===== config.mk =====
export PLATFORM = sky130hd
export DESIGN_NAME = amsfc_core
export DESIGN_NICKNAME = d
export VERILOG_FILES = /design/src/amsfc_pkg.sv /design/src/amsfc_core.sv /design/src/amsfc_sync.sv
export SDC_FILE = /design/constraint.sdc
export NUM_CORES = 1
export LEC_CHECK = 0
export BUFFER_PORTS_ARGS = -buffer_cell sky130_fd_sc_hd__buf_2
export CORE_MARGIN = 10
export CORE_UTILIZATION = 39
export CTS_CLUSTER_SIZE = 12
export DETAILED_ROUTE_END_ITERATION = 8
export GPL_ROUTABILITY_DRIVEN = 1
export PLACE_DENSITY = 0.65
export RECOVER_POWER = 100
export SYNTH_ARGS = -nofsm -noshare
export SYNTH_HDL_FRONTEND = slang
export SYNTH_HIERARCHICAL = 1
export SYNTH_SLANG_ARGS = --single-unit

===== constraint.sdc =====
create_clock -name sys_clk -period 1.75 [get_ports sys_clk]
set_input_delay 0 -clock sys_clk [delete_from_list [all_inputs] [get_ports sys_clk]]
set_output_delay 0 -clock sys_clk [all_outputs]
set_load 0.1 [all_outputs]

===== src/amsfc_pkg.sv =====
package amsfc_pkg;
  localparam int CLK_HZ = 100_000_000;
  // power-up delay after the bias node is ready
  localparam int START_DELAY_US_X10 = 164000;
  localparam int START_DELAY_CYC = (CLK_HZ / 1_000_000) * START_DELAY_US_X10 / 10;
  localparam int START_W = 21;
  // internal oscillator divider half period, about 250 kHz
  localparam int OSC_HALF_CYC = 200;
  localparam int OSC_W = 10;
  localparam int SYNC_STAGES = 2;

  // wishbone register map, byte addresses
  localparam logic [7:0] ADDR_CTRL = 8'h00;
  localparam logic [7:0] ADDR_STATE = 8'h04;
  localparam logic [7:0] ADDR_IRQ_STAT = 8'h08;
  localparam logic [7:0] ADDR_IRQ_MASK = 8'h0C;
  // ctrl fields
  localparam int CTRL_SILENCE = 0;
  localparam int CTRL_AUTO_RETRY = 1;
  localparam logic [1:0] CTRL_RESET = 2'h0;
  // irq/status fields
  localparam int EV_SHORT = 0;
  localparam int EV_THERMAL = 1;
  localparam int EV_RUN = 2;
  localparam int EV_W = 3;
  localparam logic [2:0] MASK_RESET = 3'h0;

  typedef enum logic [1:0]
  {
    AMSFC_OFF = 2'b00,
    AMSFC_BIAS = 2'b01,
    AMSFC_WAIT = 2'b11,
    AMSFC_RUN = 2'b10
  } amsfc_state_t;

  typedef struct packed
  {
    logic silence;
    logic power_up;
    logic clock_role_select;
  } amsfc_ctl_t;
endpackage : amsfc_pkg


===== src/amsfc_core.sv =====
// Behaviour
// - silence high stops output switching, silence low enables it.
// - detected output short disables output drive immediately.
// - short flag latches until power-down or silence toggles; re-triggers if persisting.
// - fault output high while short flag set, low once cleared.
// - role select high: internal oscillator drives sync pin push-pull.
// - role select low: sync pin is input, switching follows it.
// - over-temperature powers down outputs unlatched, resumes automatically when cooled.
// - power-down low silences outputs and enters low-current state.
// - after bias node ready, wait 16.4 ms before switching starts.
//
// Implementation choices: the Wishbone slave port and the register offsets.
`timescale 1ns/1ps
module amsfc_core #(
  parameter int START_CYC = amsfc_pkg::START_DELAY_CYC,
  parameter int OSC_HALF = amsfc_pkg::OSC_HALF_CYC
) (
  input wire logic sys_clk,
  input wire logic rst,
  input wire logic silence,
  input wire logic power_up,
  input wire logic clock_role_select,
  input wire logic short_detect,
  input wire logic over_temp,
  input wire logic bias_ready,
  input wire logic sync_in,
  output logic sync_out,
  output logic sync_oe,
  output logic fault,
  output logic switch_enable,
  output logic switch_clk,
  output logic low_current,
  output logic irq,
  input wire logic [7:0] wb_adr_i,
  input wire logic [31:0] wb_dat_i,
  output logic [31:0] wb_dat_o,
  input wire logic wb_we_i,
  input wire logic [3:0] wb_sel_i,
  input wire logic wb_cyc_i,
  input wire logic wb_stb_i,
  output logic wb_ack_o,
  output logic wb_err_o
);
  amsfc_pkg::amsfc_ctl_t raw_w;
  amsfc_pkg::amsfc_ctl_t ctl_w;
  amsfc_pkg::amsfc_state_t state_q;
  amsfc_pkg::amsfc_state_t state_d;
  logic [amsfc_pkg::START_W-1:0] start_cnt_q;
  logic [amsfc_pkg::OSC_W-1:0] osc_cnt_q;
  logic osc_q;
  logic sync_prev_q;
  logic short_flag_q;
  logic silence_prev_q;
  logic pwr_prev_q;
  logic [1:0] ctrl_q;
  logic [amsfc_pkg::EV_W-1:0] stat_q;
  logic [amsfc_pkg::EV_W-1:0] mask_q;
  logic [amsfc_pkg::EV_W-1:0] ev_w;
  logic run_prev_q;
  logic ack_q;
  logic err_q;
  logic [31:0] rdata_q;
  logic eff_silence;
  logic toggle_clear;
  logic drive_ok;
  logic osc_wrap;
  logic run_w;
  logic req_w;
  logic hit_ctrl;
  logic hit_state;
  logic hit_stat;
  logic hit_mask;
  logic hit_any;
  logic wr_low;
  logic [31:0] rd_mux;
  logic [amsfc_pkg::EV_W-1:0] stat_clr;

  // only the silence, power-up and role-select pins pass the synchroniser; register silence is already in this clock domain
  assign raw_w.silence = silence;
  assign raw_w.power_up = power_up;
  assign raw_w.clock_role_select = clock_role_select;

  amsfc_sync #(
    .W(3)
  ) u_sync (
    .sys_clk(sys_clk),
    .rst(rst),
    .din(raw_w),
    .dout(ctl_w)
  );

  // software silence and optional on-chip retry loop mirror the board-level OR
  assign eff_silence = ctl_w.silence | ctrl_q[amsfc_pkg::CTRL_SILENCE]
    | (ctrl_q[amsfc_pkg::CTRL_AUTO_RETRY] & short_flag_q);

  // a rising edge on either control clears the latched short
  assign toggle_clear = (eff_silence & ~silence_prev_q)
    | (ctl_w.power_up & ~pwr_prev_q);

  always_ff @(posedge sys_clk)
  begin
    if (rst)
    begin
      silence_prev_q <= 1'b0;
      pwr_prev_q <= 1'b0;
    end
    else
    begin
      silence_prev_q <= eff_silence;
      pwr_prev_q <= ctl_w.power_up;
    end
  end

  // short set wins over clear so a persisting short re-triggers
  always_ff @(posedge sys_clk)
  begin
    if (rst)
      short_flag_q <= 1'b0;
    else if (short_detect)
      short_flag_q <= 1'b1;
    else if (toggle_clear)
      short_flag_q <= 1'b0;
  end

  assign fault = short_flag_q;

  // start-up sequencer; thermal trip behaves as power-down without latching
  always_comb
  begin
    state_d = state_q;
    unique case (state_q)
      amsfc_pkg::AMSFC_OFF:
        if (ctl_w.power_up && !over_temp)
          state_d = amsfc_pkg::AMSFC_BIAS;
      amsfc_pkg::AMSFC_BIAS:
        if (!ctl_w.power_up || over_temp)
          state_d = amsfc_pkg::AMSFC_OFF;
        else if (bias_ready)
          state_d = amsfc_pkg::AMSFC_WAIT;
      amsfc_pkg::AMSFC_WAIT:
        if (!ctl_w.power_up || over_temp)
          state_d = amsfc_pkg::AMSFC_OFF;
        else if (start_cnt_q == amsfc_pkg::START_W'(START_CYC - 1))
          state_d = amsfc_pkg::AMSFC_RUN;
      amsfc_pkg::AMSFC_RUN:
        if (!ctl_w.power_up || over_temp)
          state_d = amsfc_pkg::AMSFC_OFF;
    endcase
  end

  always_ff @(posedge sys_clk)
  begin
    if (rst)
    begin
      state_q <= amsfc_pkg::AMSFC_OFF;
      start_cnt_q <= '0;
    end
    else
    begin
      state_q <= state_d;
      start_cnt_q <= (state_q == amsfc_pkg::AMSFC_WAIT) ? start_cnt_q + 1'b1 : '0;
    end
  end

  assign run_w = (state_q == amsfc_pkg::AMSFC_RUN);
  assign low_current = (state_q == amsfc_pkg::AMSFC_OFF) & ~ctl_w.power_up;
  // short_detect gates drive combinationally so the cutoff is immediate
  assign drive_ok = run_w & ~eff_silence & ~short_flag_q & ~short_detect
    & ~over_temp;
  assign switch_enable = drive_ok;

  // internal oscillator, about 250 kHz from the system clock
  assign osc_wrap = (osc_cnt_q == amsfc_pkg::OSC_W'(OSC_HALF - 1));

  always_ff @(posedge sys_clk)
  begin
    if (rst)
    begin
      osc_cnt_q <= '0;
      osc_q <= 1'b0;
      sync_prev_q <= 1'b0;
    end
    else
    begin
      osc_cnt_q <= osc_wrap ? '0 : osc_cnt_q + 1'b1;
      if (osc_wrap)
        osc_q <= ~osc_q;
      sync_prev_q <= sync_in;
    end
  end

  assign sync_oe = ctl_w.clock_role_select;
  assign sync_out = osc_q;
  // follower locks switching to the incoming square wave; sync_in assumed synchronous
  assign switch_clk = drive_ok
    & (ctl_w.clock_role_select ? osc_q : sync_in);

  // interrupts: sticky, write one to clear, set wins
  assign ev_w[amsfc_pkg::EV_SHORT] = short_detect;
  assign ev_w[amsfc_pkg::EV_THERMAL] = over_temp;
  assign ev_w[amsfc_pkg::EV_RUN] = run_w & ~run_prev_q;

  // wishbone classic slave, one registered ack per request, a cycle after the strobe (err if unmapped)
  assign req_w = wb_cyc_i & wb_stb_i & ~ack_q;
  assign hit_ctrl = (wb_adr_i == amsfc_pkg::ADDR_CTRL);
  assign hit_state = (wb_adr_i == amsfc_pkg::ADDR_STATE);
  assign hit_stat = (wb_adr_i == amsfc_pkg::ADDR_IRQ_STAT);
  assign hit_mask = (wb_adr_i == amsfc_pkg::ADDR_IRQ_MASK);
  assign hit_any = hit_ctrl | hit_state | hit_stat | hit_mask;
  assign wr_low = req_w & wb_we_i & wb_sel_i[0] & hit_any;
  assign rd_mux = hit_ctrl ? {30'h0, ctrl_q}
    : hit_state ? {24'h0, ctl_w.clock_role_select, over_temp, short_flag_q,
                   switch_enable, state_q, ctl_w.power_up, eff_silence}
    : hit_stat ? {29'h0, stat_q}
    : hit_mask ? {29'h0, mask_q}
    : 32'h0;

  // write-one-to-clear mask; an event in the same cycle still sets its bit
  assign stat_clr = (wr_low && hit_stat) ? wb_dat_i[amsfc_pkg::EV_W-1:0] : '0;

  always_ff @(posedge sys_clk)
  begin
    if (rst)
    begin
      ack_q <= 1'b0;
      err_q <= 1'b0;
      rdata_q <= 32'h0;
    end
    else
    begin
      ack_q <= req_w & hit_any;
      err_q <= req_w & ~hit_any;
      rdata_q <= rd_mux;
    end
  end

  always_ff @(posedge sys_clk)
  begin
    if (rst)
      ctrl_q <= amsfc_pkg::CTRL_RESET;
    else if (wr_low && hit_ctrl)
      ctrl_q <= wb_dat_i[1:0];
  end

  always_ff @(posedge sys_clk)
  begin
    if (rst)
      mask_q <= amsfc_pkg::MASK_RESET;
    else if (wr_low && hit_mask)
      mask_q <= wb_dat_i[amsfc_pkg::EV_W-1:0];
  end

  always_ff @(posedge sys_clk)
  begin
    if (rst)
    begin
      stat_q <= '0;
      run_prev_q <= 1'b0;
    end
    else
    begin
      stat_q <= ev_w | (stat_q & ~stat_clr);
      run_prev_q <= run_w;
    end
  end

  assign wb_ack_o = ack_q;
  assign wb_err_o = err_q;
  assign wb_dat_o = rdata_q;
  assign irq = |(stat_q & mask_q);
endmodule : amsfc_core


===== src/amsfc_sync.sv =====
`timescale 1ns/1ps
module amsfc_sync #(
  parameter int W = 3
) (
  input wire logic sys_clk,
  input wire logic rst,
  input wire logic [W-1:0] din,
  output logic [W-1:0] dout
);
  logic [W-1:0] meta_q;
  logic [W-1:0] hold_q;

  // first stage feeds only the second stage
  always_ff @(posedge sys_clk)
  begin
    if (rst)
    begin
      meta_q <= '0;
      hold_q <= '0;
    end
    else
    begin
      meta_q <= din;
      hold_q <= meta_q;
    end
  end

  assign dout = hold_q;
endmodule : amsfc_sync

# After elaboration in Yosys (flattened, before gate mapping)
# Cells that the tools add are included.
[classes]
addsub = 2
eq_ne = 12
n_mux = 15
n_bitwise = 39
reduce_logical = 16
[ops]
columns = ["cell", "count"]
rows = [
  ["adder 21 x 1 -> 21 bit, second input constant", 1],
  ["== test 21 bit, second input constant", 1],
  ["AND 1 bit", 17],
  ["== test 8 x 4 -> 1 bit, second input constant", 2],
  ["two-way mux 2 bit", 7],
  ["NOT 1 bit", 12],
  ["adder 10 x 1 -> 10 bit, second input constant", 1],
  ["== test 10 x 8 -> 1 bit, second input constant", 1],
  ["two-way mux 3 bit", 3],
  ["== test 8 x 3 -> 1 bit, second input constant", 1],
  ["logical NOT 8 bit", 1],
  ["two-way mux 8 bit", 1],
  ["one-hot mux 2 bit (4 select lines)", 1],
  ["AND 3 bit", 2],
  ["inequality test 3 bit, second input constant", 2],
  ["bitwise OR 1 bit", 6],
  ["OR reduction 2 bit", 3],
  ["== test 2 bit, second input constant", 2],
  ["logical AND 1 bit", 4],
  ["AND reduction 4 bit", 1],
  ["OR reduction 4 bit", 1],
  ["two-way mux 1 bit", 3],
  ["NOT 3 bit", 1],
  ["bitwise OR 3 bit", 1],
  ["8 further kinds", 9],
]
[totals]
ff_bits = 86
in_bits = 56
output_inout_bits = 41

# Longest topological paths before layout
# Gate-level depths: netlist (run 1).
[depth]
ltp_word = 10
ltp_mapped = 6
mapped_depth_nobuf = 5

# Hierarchy
# Netlist (run 1), hierarchy kept.
[modules_own_cells]
columns = ["module", "n_inst", "cells_per_inst", "area_per_inst_um2", "seq_area_each_um2"]
rows = [
  ["amsfc_core", 1, 288, 2549.9, 1121.1],
  ["amsfc_sync", 1, 12, 157.7, 120.1],
]

# Worst setup path before layout (run 1)
# Ideal clock, no wire load.
[synth_path]
kind = "reg2out"
start = "reg osc_q, in the netlist sync_out"
end = "out switch_clk"
arrival_ns = 2.417
t_required_ns = 1.750
path_slack_ns = -0.667
stages_incl_launch_ff = 3
n_path_buf = 0
cell_sequence = "dfxtp_1 mux2i_1 nor2_1"
[synth_via]
elab_chain_len = 2
[synth_lines]
columns = ["item", "line_no", "text"]
rows = [
  ["start, declared", "amsfc_core.sv:50", "logic osc_q;"],
  ["start signal, assigned", "amsfc_core.sv:187", "osc_q <= ~osc_q;"],
  ["two-way mux 1 bit", "amsfc_core.sv:196", "& (ctl_w.clock_role_select ? osc_q : sync_in);"],
  ["AND 1 bit", "amsfc_core.sv:196", ""],
  ["end, declared", "amsfc_core.sv:31", "output logic switch_clk,"],
]
# Every way passes these cells.

# Final worst setup path (run 1)
[layout_path]
start = "reg start_cnt_q[11] (netlist bit)"
end = "reg start_cnt_q[19] (netlist bit)"
[layout_via]
elab_chain_len = 1
[layout_lines]
columns = ["item", "line_no", "text"]
rows = [
  ["start, declared", "amsfc_core.sv:48", "logic [amsfc_pkg::START_W-1:0] start_cnt_q;"],
  ["start signal, assigned", "amsfc_core.sv:161", "start_cnt_q <= (state_q == amsfc_pkg::AMSFC_WAIT) ? start_cnt_q + 1'b1 : '0;"],
  ["adder 21 x 1 -> 21 bit", "amsfc_core.sv:161", ""],
]
# Every way passes these cells.
# A chain may end at the register's enable or synchronous reset.

==> metrics.txt, run 1 <==
status=complete, no violations; Least-Margin Pin Slew=~0.83 ns; clock sink count=slightly above 60; GRT Util Overall=between 10% and 20%; count leader, synth=dfxtp_1; Synth async-reset ratio=0%; layout cell share with drive strength beyond 1=between 20% and 30%; CTS clk-pin slew, worst paths=roughly 0.070 ns; core area=between 0.006 and 0.007 mm^2; PD cells=about 980 mW/mm^2; Crit Path Max Fanout=7; first-pass GRT wire length=roughly 9600 um; Detailed Route Iter0 Violations=83; Max clock buf depth=2; Top FF cell, synth=dfxtp_1; Final nets=423; cell taking the most area after synthesis=dfxtp_1; #FFs+latches synth=62; total CTS buffers=9; DP HPWL=4140 um; final WL=approximately 5900 um; Placed Area=~0.0029 mm^2; clock skew=~0.0090 ns; Worst EP required=2.01 ns; DR DRC count=0; Setup WS pre-CTS=between 0.08 and 0.09 ns; largest net degree at the start of global routing=31; crit end category=flip-flop; Root Driver=clkbuf_8; min Tclk post-route=1.67 ns; final hold vios=0; Placed Instances=~420; DIE HEIGHT=~100 um; global route total overflow=0; TritonCTS clock tree=yes; area of the multi-input gates=between 0.001 and 0.0015 mm^2; ANT cells=0; worst setup margin=around 0.083 ns; vias in the first global route=2035; max_cap viols=0; HP Class=input pin to flip-flop; Synth Area per Inst=between 9 and 10 um^2; FP Rows=30; Post-Layout Cell Count=450; drt pass-1 iters=5; P_leak=between 1 and 1.5 nW; drt via density=about 4.8; Die Width=103 um; period utilisation layout=a little over nine tenths; final setup fails=0; Synth cell types=47; CTS HTree Levels=3; critical path startpoint category=flip-flop; antenna violations before repair=0; Routed WL per cell=13.1 um; Post-synth EDFFs=0; YS warnings=6; Mapped Cells=300; Vias=roughly 2200; Clk Latency, worst-skew pair=roughly 0.33 ns; Initial Util=40.1%; crit path DAT=approximately 1.9 ns; Post-Syn Area=0.00271 mm^2; IO Port Bufs=40; sequential share of the synthesized area=approximately 46%; Synth top area share=a little under half; Post-synth top cells=dfxtp_1 (62), nor2_1 (45), buf_4 (24); io pins=97; post-route ant nets=0; storage element area=around 0.0012 mm^2; Die ar.=approximately 0.011 mm^2; RePlAce Congestion=between 0.7 and 0.8; Slew headroom=44.1%; Final TNS setup=0 ns; most area-consuming cells after synthesis=dfxtp_1 (46%), buf_4 (6.7%), nor2_1 (6.2%), xnor2_1 (4.2%), xor2_1 (2.6%); Fill cells=~640; worst vdd ir=roughly 0.37 mV; Pins Over Slew Limit=0; Max Clk Rate=approximately 600 MHz; fin area=about 0.0033 mm^2; WS Path Type=flip-flop to flip-flop; area grow syn2layout=22.3%
layer usage:
metal  track usage [%]  share of wire, %  wire length, um
met1              13.9                45             2660
met2              17.5                46             2730
met3              3.46               6.8              403
met4              6.20               1.5               90
met5                 0                 0                0
what timing repair did:
action	in CTS	in global routing
endpoints found under the hold margin	17	0
hold buffers	14	0
gates resized for setup	1	8
pin swaps	0	2
endpoints found under the setup margin	1	7
cloned	0	0
buffers inserted	0	3
flip-flops by register name (all words and copies together) (netlist names), 2 cells and up:
register,count
u_sync/meta_q,3
start_cnt_q,21
u_sync/dout,3
osc_cnt_q,10
stat_q,3
state_q,2
ctrl_q,2
wb_dat_o,8
mask_q,3
logic make-up after synthesis:
group	share of synthesized area, %
adders and majority gates	0.924
DFF	45.8
xor gates and xnor gates	6.79
muxes	3.47
AOI/OAI and AO/OA	6.61
and+or+nand+nor	26.8
buffers and inverters	9.38
other	0.138
critical path: stages, from the launching register on:
cell and delay [ns]:
dfxtp_1 0.46, nand4_1 0.15, or4_4 0.52, or3_1 0.32
a21oi_1 0.14
cell type report:
| cell class | count | share of cell area, % |
|---|---|---|
| Tap cell | 80 | 3.02 |
| Multi-Input combinational cell | 218 | 39.3 |
| Timing Repair Buffer | 63 | 12.1 |
| Clock buffer | 11 | 4.27 |
| Clock inverter | 5 | 2.46 |
| Sequential cell | 62 | 37.6 |
| Inverter | 11 | 1.25 |
where the power goes:
group,total [mW],internal (mW),switching (mW)
clock network,1.41,0.844,0.567
registers,1.44,1.43,0.0141
logic,0.386,0.0670,0.319
cells in the final DEF, fill, tap and decap left out, types with 4 or more instances in the layout:
master          n
dfxtp_1        58
a21oi_1        11
mux2i_1         6
clkbuf_1        5
a211oi_1        4
o21ai_0         6
clkbuf_2       15
nor4_1          4
dfxtp_2         4
xnor2_1        13
conb_1         24
inv_1          11
buf_2          22
nand4_1        11
dlygate4sd3_1  12
nor2_1         44
nor2b_1         9
nand2_1        11
or3_1           4
buf_4           7
clkbuf_8       10
nand3_1        11
xor2_1          8
nor3_1         10
worst paths after layout:
check                   start               to  slack, ns  depth (start not counted)
max           start_cnt_q[11]  start_cnt_q[19]       0.08                          4
min reg2reg  u_sync/meta_q[0]   u_sync/dout[0]       0.44                          1
max reg2reg   start_cnt_q[11]  start_cnt_q[19]       0.08                          4
min               wb_adr_i[0]         wb_err_o       0.04                          3
metrics by stage:
stage | power, mW | util, % | hold slack, ns
3_3_place_gp | 1.84 | 43.6 | 0.212
2_1_floorplan | 1.83 | - | 0.0716
4_1_cts | 3.27 | 49.0 | 0.0272
3_5_place_dp | 1.84 | 43.6 | 0.212
5_1_grt | 3.35 | 49.0 | 0.0813
6_report | 3.24 | 49.0 | 0.0352
Power figures use the tool's default switching activity.
==> inputs of run 2 (changes only) <==
Settings changed: ABC_AREA from default to 1, PLACE_DENSITY 0.65 to default.
==> metrics.txt, run 2 <==
status=complete, no violations (unchanged); min Tclk post-route=1.61 ns (was 1.67 ns); max_cap viols=0 (unchanged); global route total overflow=0 (unchanged); period utilisation layout=92.2% (was 95.3%); Placed Instances=561 (was 418); Routed WL per cell=11.4 um (was 13.1 um); drt pass-1 iters=5 (unchanged); Synth top area share=42.0% (was 45.8%); Max clock buf depth=2 (unchanged); Post-Layout Cell Count=594 (was 450); DR DRC count=0 (unchanged); cell taking the most area after synthesis=dfxtp_1 (unchanged); Worst EP required=1.75 ns (was 2.01 ns); Least-Margin Pin Slew=0.560 ns (was 0.826 ns); Mapped Cells=424 (was 300); Crit Path Max Fanout=5 (was 7); final setup fails=0 (unchanged); Final TNS setup=0 ns (unchanged); crit path DAT=1.61 ns (was 1.93 ns); P_leak=1.49 nW (was 1.30 nW); layout cell share with drive strength beyond 1=15.4% (was 20.3%); antenna violations before repair=0 (unchanged); Final Util=49.3% (was 49.0%); Synth async-reset ratio=0% (unchanged); DP HPWL=5020 um (was 4140 um); GRT Util Overall=12.3% (was 11.4%); hold slack=0.0106 ns (was 0.0352 ns); clock skew=0.0122 ns (was 0.00898 ns); Detailed Route Iter0 Violations=141 (was 83); Post-Syn Area=0.00296 mm^2 (was 0.00271 mm^2); Root Driver=clkbuf_8 (unchanged); drt via density=4.47 (was 4.82); vias in the first global route=2582 (was 2035); worst vdd ir=0.584 mV (was 0.375 mV); IO Port Bufs=40 (unchanged); Power Total=3.72 mW (was 3.24 mW); critical path startpoint category=flip-flop (unchanged); Initial Util=40.3% (was 40.1%); final WL=6750 um (was 5890 um); YS warnings=6 (unchanged); count leader, synth=nand2_1 (was dfxtp_1); CTS clk-pin slew, worst paths=0.07 ns (about the same); DIE HEIGHT=107 um (was 103 um); CTS HTree Levels=3 (unchanged); Synth Area per Inst=6.97 um^2 (was 9.03 um^2); Final nets=548 (was 423); commonest non-fill, non-tap cell in the layout=nand2_1 (was dfxtp_1); Post-synth top cells=nand2_1 (80), nor2_1 (78), dfxtp_1 (62) (was dfxtp_1 (62), nor2_1 (45), buf_4 (24)); TritonCTS clock tree=yes (unchanged); area grow syn2layout=22.2% (was 22.3%); Clk Latency, worst-skew pair=0.34 ns (was 0.33 ns); Slew headroom=62.6% (was 44.1%); Vias=2657 (was 2170); #FFs+latches synth=62 (unchanged); HP Class=input pin to flip-flop (unchanged); first-pass GRT wire length=11500 um (was 9630 um); WS Path Type=flip-flop to primary output (was flip-flop to flip-flop); fin area=0.00361 mm^2 (was 0.00331 mm^2); PD cells=1030 mW/mm^2 (was 979 mW/mm^2); final hold vios=0 (unchanged); most area-consuming cells after synthesis=dfxtp_1 (42%), nand2_1 (10%), nor2_1 (9.9%), inv_1 (6.5%), buf_4 (6.1%) (was dfxtp_1 (46%), buf_4 (6.7%), nor2_1 (6.2%), xnor2_1 (4.2%), xor2_1 (2.6%)); Synth cell types=32 (was 47); FP Rows=31 (was 30); core area=0.00733 mm^2 (was 0.00676 mm^2); Placed Area=0.00322 mm^2 (was 0.00294 mm^2); crit end category=primary output (was flip-flop); post-route ant nets=0 (unchanged); Reg with most FFs=start_cnt_q (unchanged); Top FF cell, synth=dfxtp_1 (unchanged); largest net degree at the start of global routing=17 (was 31); Setup WS pre-CTS=0.264 ns (was 0.0826 ns); Die Width=107 um (was 103 um); Post-synth EDFFs=0 (unchanged); worst setup margin=0.136 ns (was 0.0830 ns); sequential share of the synthesized area=42.0% (was 45.8%); Pins Over Slew Limit=0 (unchanged); RePlAce Congestion=0.846 (was 0.763); RSZ-0062 raised after global routing=no; max FFs per register=21 (unchanged); io pins=97 (unchanged); clock sink count=62 (unchanged); total CTS buffers=9 (unchanged); most frequent cells in the layout=nand2_1 (80), nor2_1 (78), dfxtp_1 (60) (was dfxtp_1 (58), nor2_1 (44), conb_1 (24)); Die ar.=0.0115 mm^2 (was 0.0107 mm^2); Max Clk Rate=619 MHz (was 600 MHz); ANT cells=0 (unchanged)
run 2: changes by cell type in the layout (fill, tap and decap cells not counted), sizes merged, moves of 9 or more:
cell	change
a21oi	+20
inv	+41
nand2	+73
nand3	+17
nor2	+38
nor2b	-9
o21ai	+9
xnor2	-11
run 2: cells by family (layout without fill, tap and decap cells):
kind of cell,after synthesis,in the layout,share of synthesized area [%]
adders and majority gates,2,2,0.846
DFF,62,62,42.0
other,1,24,0.127
xor gates and xnor gates,3,3,0.889
and+or+nand+nor,227,227,34.3
buffers and inverters,80,128,13.3
AOI/OAI and AO/OA,49,49,8.51
run 2: worst max-delay path: stages, from the launching register on:
cell and delay (ns):
dfxtp_1 0.35, inv_1 0.10, nor2_1 0.22, nand3_1 0.23, inv_1 0.10, buf_4 0.29
run 2: path summary, 6_finish.rpt:
path,end,start,slack [ns],cells after the start
worst min-delay path,u_sync/dout[1],rst,0.01,2
worst min register to register,u_sync/dout[0],u_sync/meta_q[0],0.40,2
worst max-delay path,switch_enable,state_q[1],0.14,5
worst max register to register,stat_q[0],wb_ack_o,0.16,7
run 2: layout make-up:
| type | instances | area [um^2] |
|---|---|---|
| fillers | 764 | 3720 |
| multi-input cells | 305 | 1410 |
| flip-flops and latches | 62 | 1240 |
| repair buffers | 59 | 399 |
| inverters | 53 | 199 |
| clock buffers | 13 | 169 |
| well taps | 99 | 124 |
| clock inverters | 3 | 65.1 |
run 2: power by group:
part | total [mW] | internal (mW) | switching, mW
combinational | 0.748 | 0.148 | 0.600
clock | 1.46 | 0.917 | 0.544
sequential | 1.51 | 1.47 | 0.0417
total | 3.72 | 2.53 | 1.19
run 2: routing by layer:
| layer | share of wire [%] | track usage (%) | wire length (um) |
|---|---|---|---|
| met5 | 0 | 0 | 0 |
| met2 | 45 | 19.4 | 3060 |
| met3 | 6.9 | 5.33 | 464 |
| met4 | 1.2 | 4.93 | 78 |
| met1 | 47 | 14.3 | 3140 |
run 2: repair_timing:
item / in CTS / in global routing
buffers inserted: 0 / 0
resized for setup: 1 / 1
hold buffers: 17 / 0
endpoints found under the setup margin: 1 / 1
endpoints found under the hold margin: 14 / 0
==> inputs of run 3 (changes only) <==
Settings changed: ABC_AREA 1 to default, ABC_CLOCK_PERIOD_IN_PS from default to 1970, PLACE_DENSITY from default to 0.65.
Clock period 1.75 ns to 1.97 ns, I/O delays scaled along.
==> metrics.txt, run 3 (synthesis results as in run 1) <==
Endpoint, Worst Hold=wb_err_o (was u_sync/dout[1]); drt via density=4.89 (was 4.47); Pins Over Slew Limit=0 (unchanged); Slew headroom=20.5% (was 62.6%); worst vdd ir=0.408 mV (was 0.584 mV); GRT Util Overall=11.0% (was 12.3%); Detailed Route Iter0 Violations=83 (was 141); most frequent cells in the layout=dfxtp_1 (62), nor2_1 (44), conb_1 (24) (was nand2_1 (80), nor2_1 (78), dfxtp_1 (60)); status=complete, no violations (unchanged); vias in the first global route=2023 (was 2582); largest net degree at the start of global routing=22 (was 17); crit end category=primary output (unchanged); CTS clk-pin slew, worst paths=0.07 ns (about the same); area of the multi-input gates=0.00129 mm^2 (was 0.00141 mm^2); PD cells=864 mW/mm^2 (was 1030 mW/mm^2); Reg with most FFs=start_cnt_q (unchanged); Fill cells=666 (was 764); P_leak=1.21 nW (was 1.49 nW); Root Driver=clkbuf_8 (unchanged); first-pass GRT wire length=9270 um (was 11500 um); RSZ-0062 raised after global routing=no (unchanged); worst reg-to-reg path cell count=4 (was 7); IO Port Bufs=40 (unchanged); CTS HTree Levels=3 (unchanged); WS Path Type=flip-flop to primary output (unchanged); crit path DAT=1.80 ns (was 1.61 ns); Crit Path Max Fanout=6 (was 5); core area=0.00676 mm^2 (was 0.00733 mm^2); layout cell share with drive strength beyond 1=13.1% (was 15.4%); Max clock buf depth=2 (unchanged); crit-path cells=nand2b_1 > nor3_1 > nand2_1 > nor2_2 > buf_2 (was inv_1 > nor2_1 > nand3_1 > inv_1 > buf_4); total CTS buffers=9 (unchanged); Post-Layout Cell Count=446 (was 594); clock sink count=62 (unchanged); Clk Latency, worst-skew pair=0.34 ns (about the same); Placed Instances=415 (was 561); FP Rows=30 (was 31); critical path startpoint category=flip-flop (unchanged); Worst EP required=1.97 ns (was 1.75 ns); clock skew=0.00566 ns (was 0.0122 ns); global route total overflow=0 (unchanged); DIE HEIGHT=103 um (was 107 um); min-delay src=wb_adr_i[0] (was rst); DR DRC count=0 (unchanged); Initial Util=40.1% (was 40.3%); Final Util=47.9% (was 49.3%); antenna violations before repair=0 (unchanged); TritonCTS clock tree=yes (unchanged); ANT cells=0 (unchanged); Die Width=103 um (was 107 um); Die ar.=0.0107 mm^2 (was 0.0115 mm^2); max FFs per register=21 (unchanged); Vias=2181 (was 2657); Power Total=2.80 mW (was 3.72 mW); period utilisation layout=between 90 and 100%; worst stage delay on the critical path=0.46 ns (was 0.35 ns); storage element area=0.00124 mm^2 (about the same); min Tclk post-route=between 1.5 and 2 ns; Final nets=420 (was 548); post-route ant nets=0 (unchanged); Least-Margin Pin Slew=1.20 ns (was 0.560 ns); final hold vios=0 (unchanged); Critical R2R Launch=start_cnt_q[6] (was wb_ack_o); r2r setup slk=0.19 ns (was 0.16 ns); DP HPWL=4230 um (was 5020 um); HP Class=input pin to flip-flop (unchanged); io pins=97 (unchanged); slowest CP cell=dfxtp_1 (unchanged); final setup fails=0 (unchanged); commonest non-fill, non-tap cell in the layout=dfxtp_1 (was nand2_1); Max Clk Rate=556 MHz; area grow syn2layout=19.5% (was 22.2%); RePlAce Congestion=0.784 (was 0.846); cell count of the worst hold path=3 (was 2); reg2reg end=start_cnt_q[19] (was stat_q[0]); final WL=5720 um (was 6750 um); max_cap viols=0 (unchanged); drt pass-1 iters=4 (was 5); Routed WL per cell=12.8 um (was 11.4 um)
## run 3: cell types whose count changed in the layout (fill, tap and decap cells not counted), sizes merged, moves of 6 or more
cell and delta:
mux2i +6, o21ai -9, nor2b +9, inv -42, nor2 -38, nand3 -17, nand2 -73, xor2 +7
a21oi -20, nand4 +7, xnor2 +11
## run 3: metal layers
| metal | global-route usage (%) | share of wire (%) | vias to the layer above |
|---|---|---|---|
| li1 | - | - | 1119 |
| met1 | 12.9 | 45 | 1001 |
| met2 | 17.1 | 46 | 48 |
| met3 | 3.06 | 6.6 | 13 |
| met4 | 7.38 | 2.2 | 0 |
| met5 | 0 | 0 | - |
## run 3: critical path, delay by kind of cell (launching register included)
family,cells,cell delay (ns)
simple gates,4,0.57
flops,1,0.46
buf+inv,1,0.42
## run 3: worst max path at each step
stage	startpoint	end	cells past startpoint	slack, ns
finish	state_q[1]	switch_clk	5	0.17
global route	wb_ack_o	stat_q[0]	5	0.05
CTS	state_q[1]	switch_clk	5	0.16
detailed placement	start_cnt_q[0]	start_cnt_q[20]	5	0.23
global placement	start_cnt_q[0]	start_cnt_q[20]	5	0.29
floorplan	sync_out	switch_clk	2	-0.02
## run 3: metrics by stage
stage | setup slack (ns) | setup TNS [ns] | hold WS, ns | instance area, um^2
finish | 0.171 | 0 | 0.0351 | 3240
global route | 0.0503 | 0 | 0.0728 | 3240
global placement | 0.290 | 0 | 0.212 | 2920
CTS | 0.156 | 0 | 0.0306 | 3280
floorplan | -0.0205 | -0.0205 | 0.0716 | 2800
detailed placement | 0.227 | 0 | 0.216 | 2920
## run 3: timing repair
action                                 4_1_cts  5_1_grt
setup buffers                                0        0
resized for setup                            0        0
hold buffers                                16        0
endpoints found under the hold margin       16        0
## run 3: layout make-up
type                            instances  area share, %
Timing Repair Buffer                   60           11.2
Clock buffer                           10           3.94
Tap cell                               80           3.09
Multi-Input combinational cell        218           39.9
Clock inverter                          5           2.32
Sequential cell                        62           38.3
Inverter                               11           1.28
## run 3: power breakdown
group	internal, mW	total [mW]	switching, mW
sequential	1.27	1.28	0.0118
clock	0.699	1.17	0.471
combinational	0.0628	0.346	0.283
total	2.03	2.80	0.765
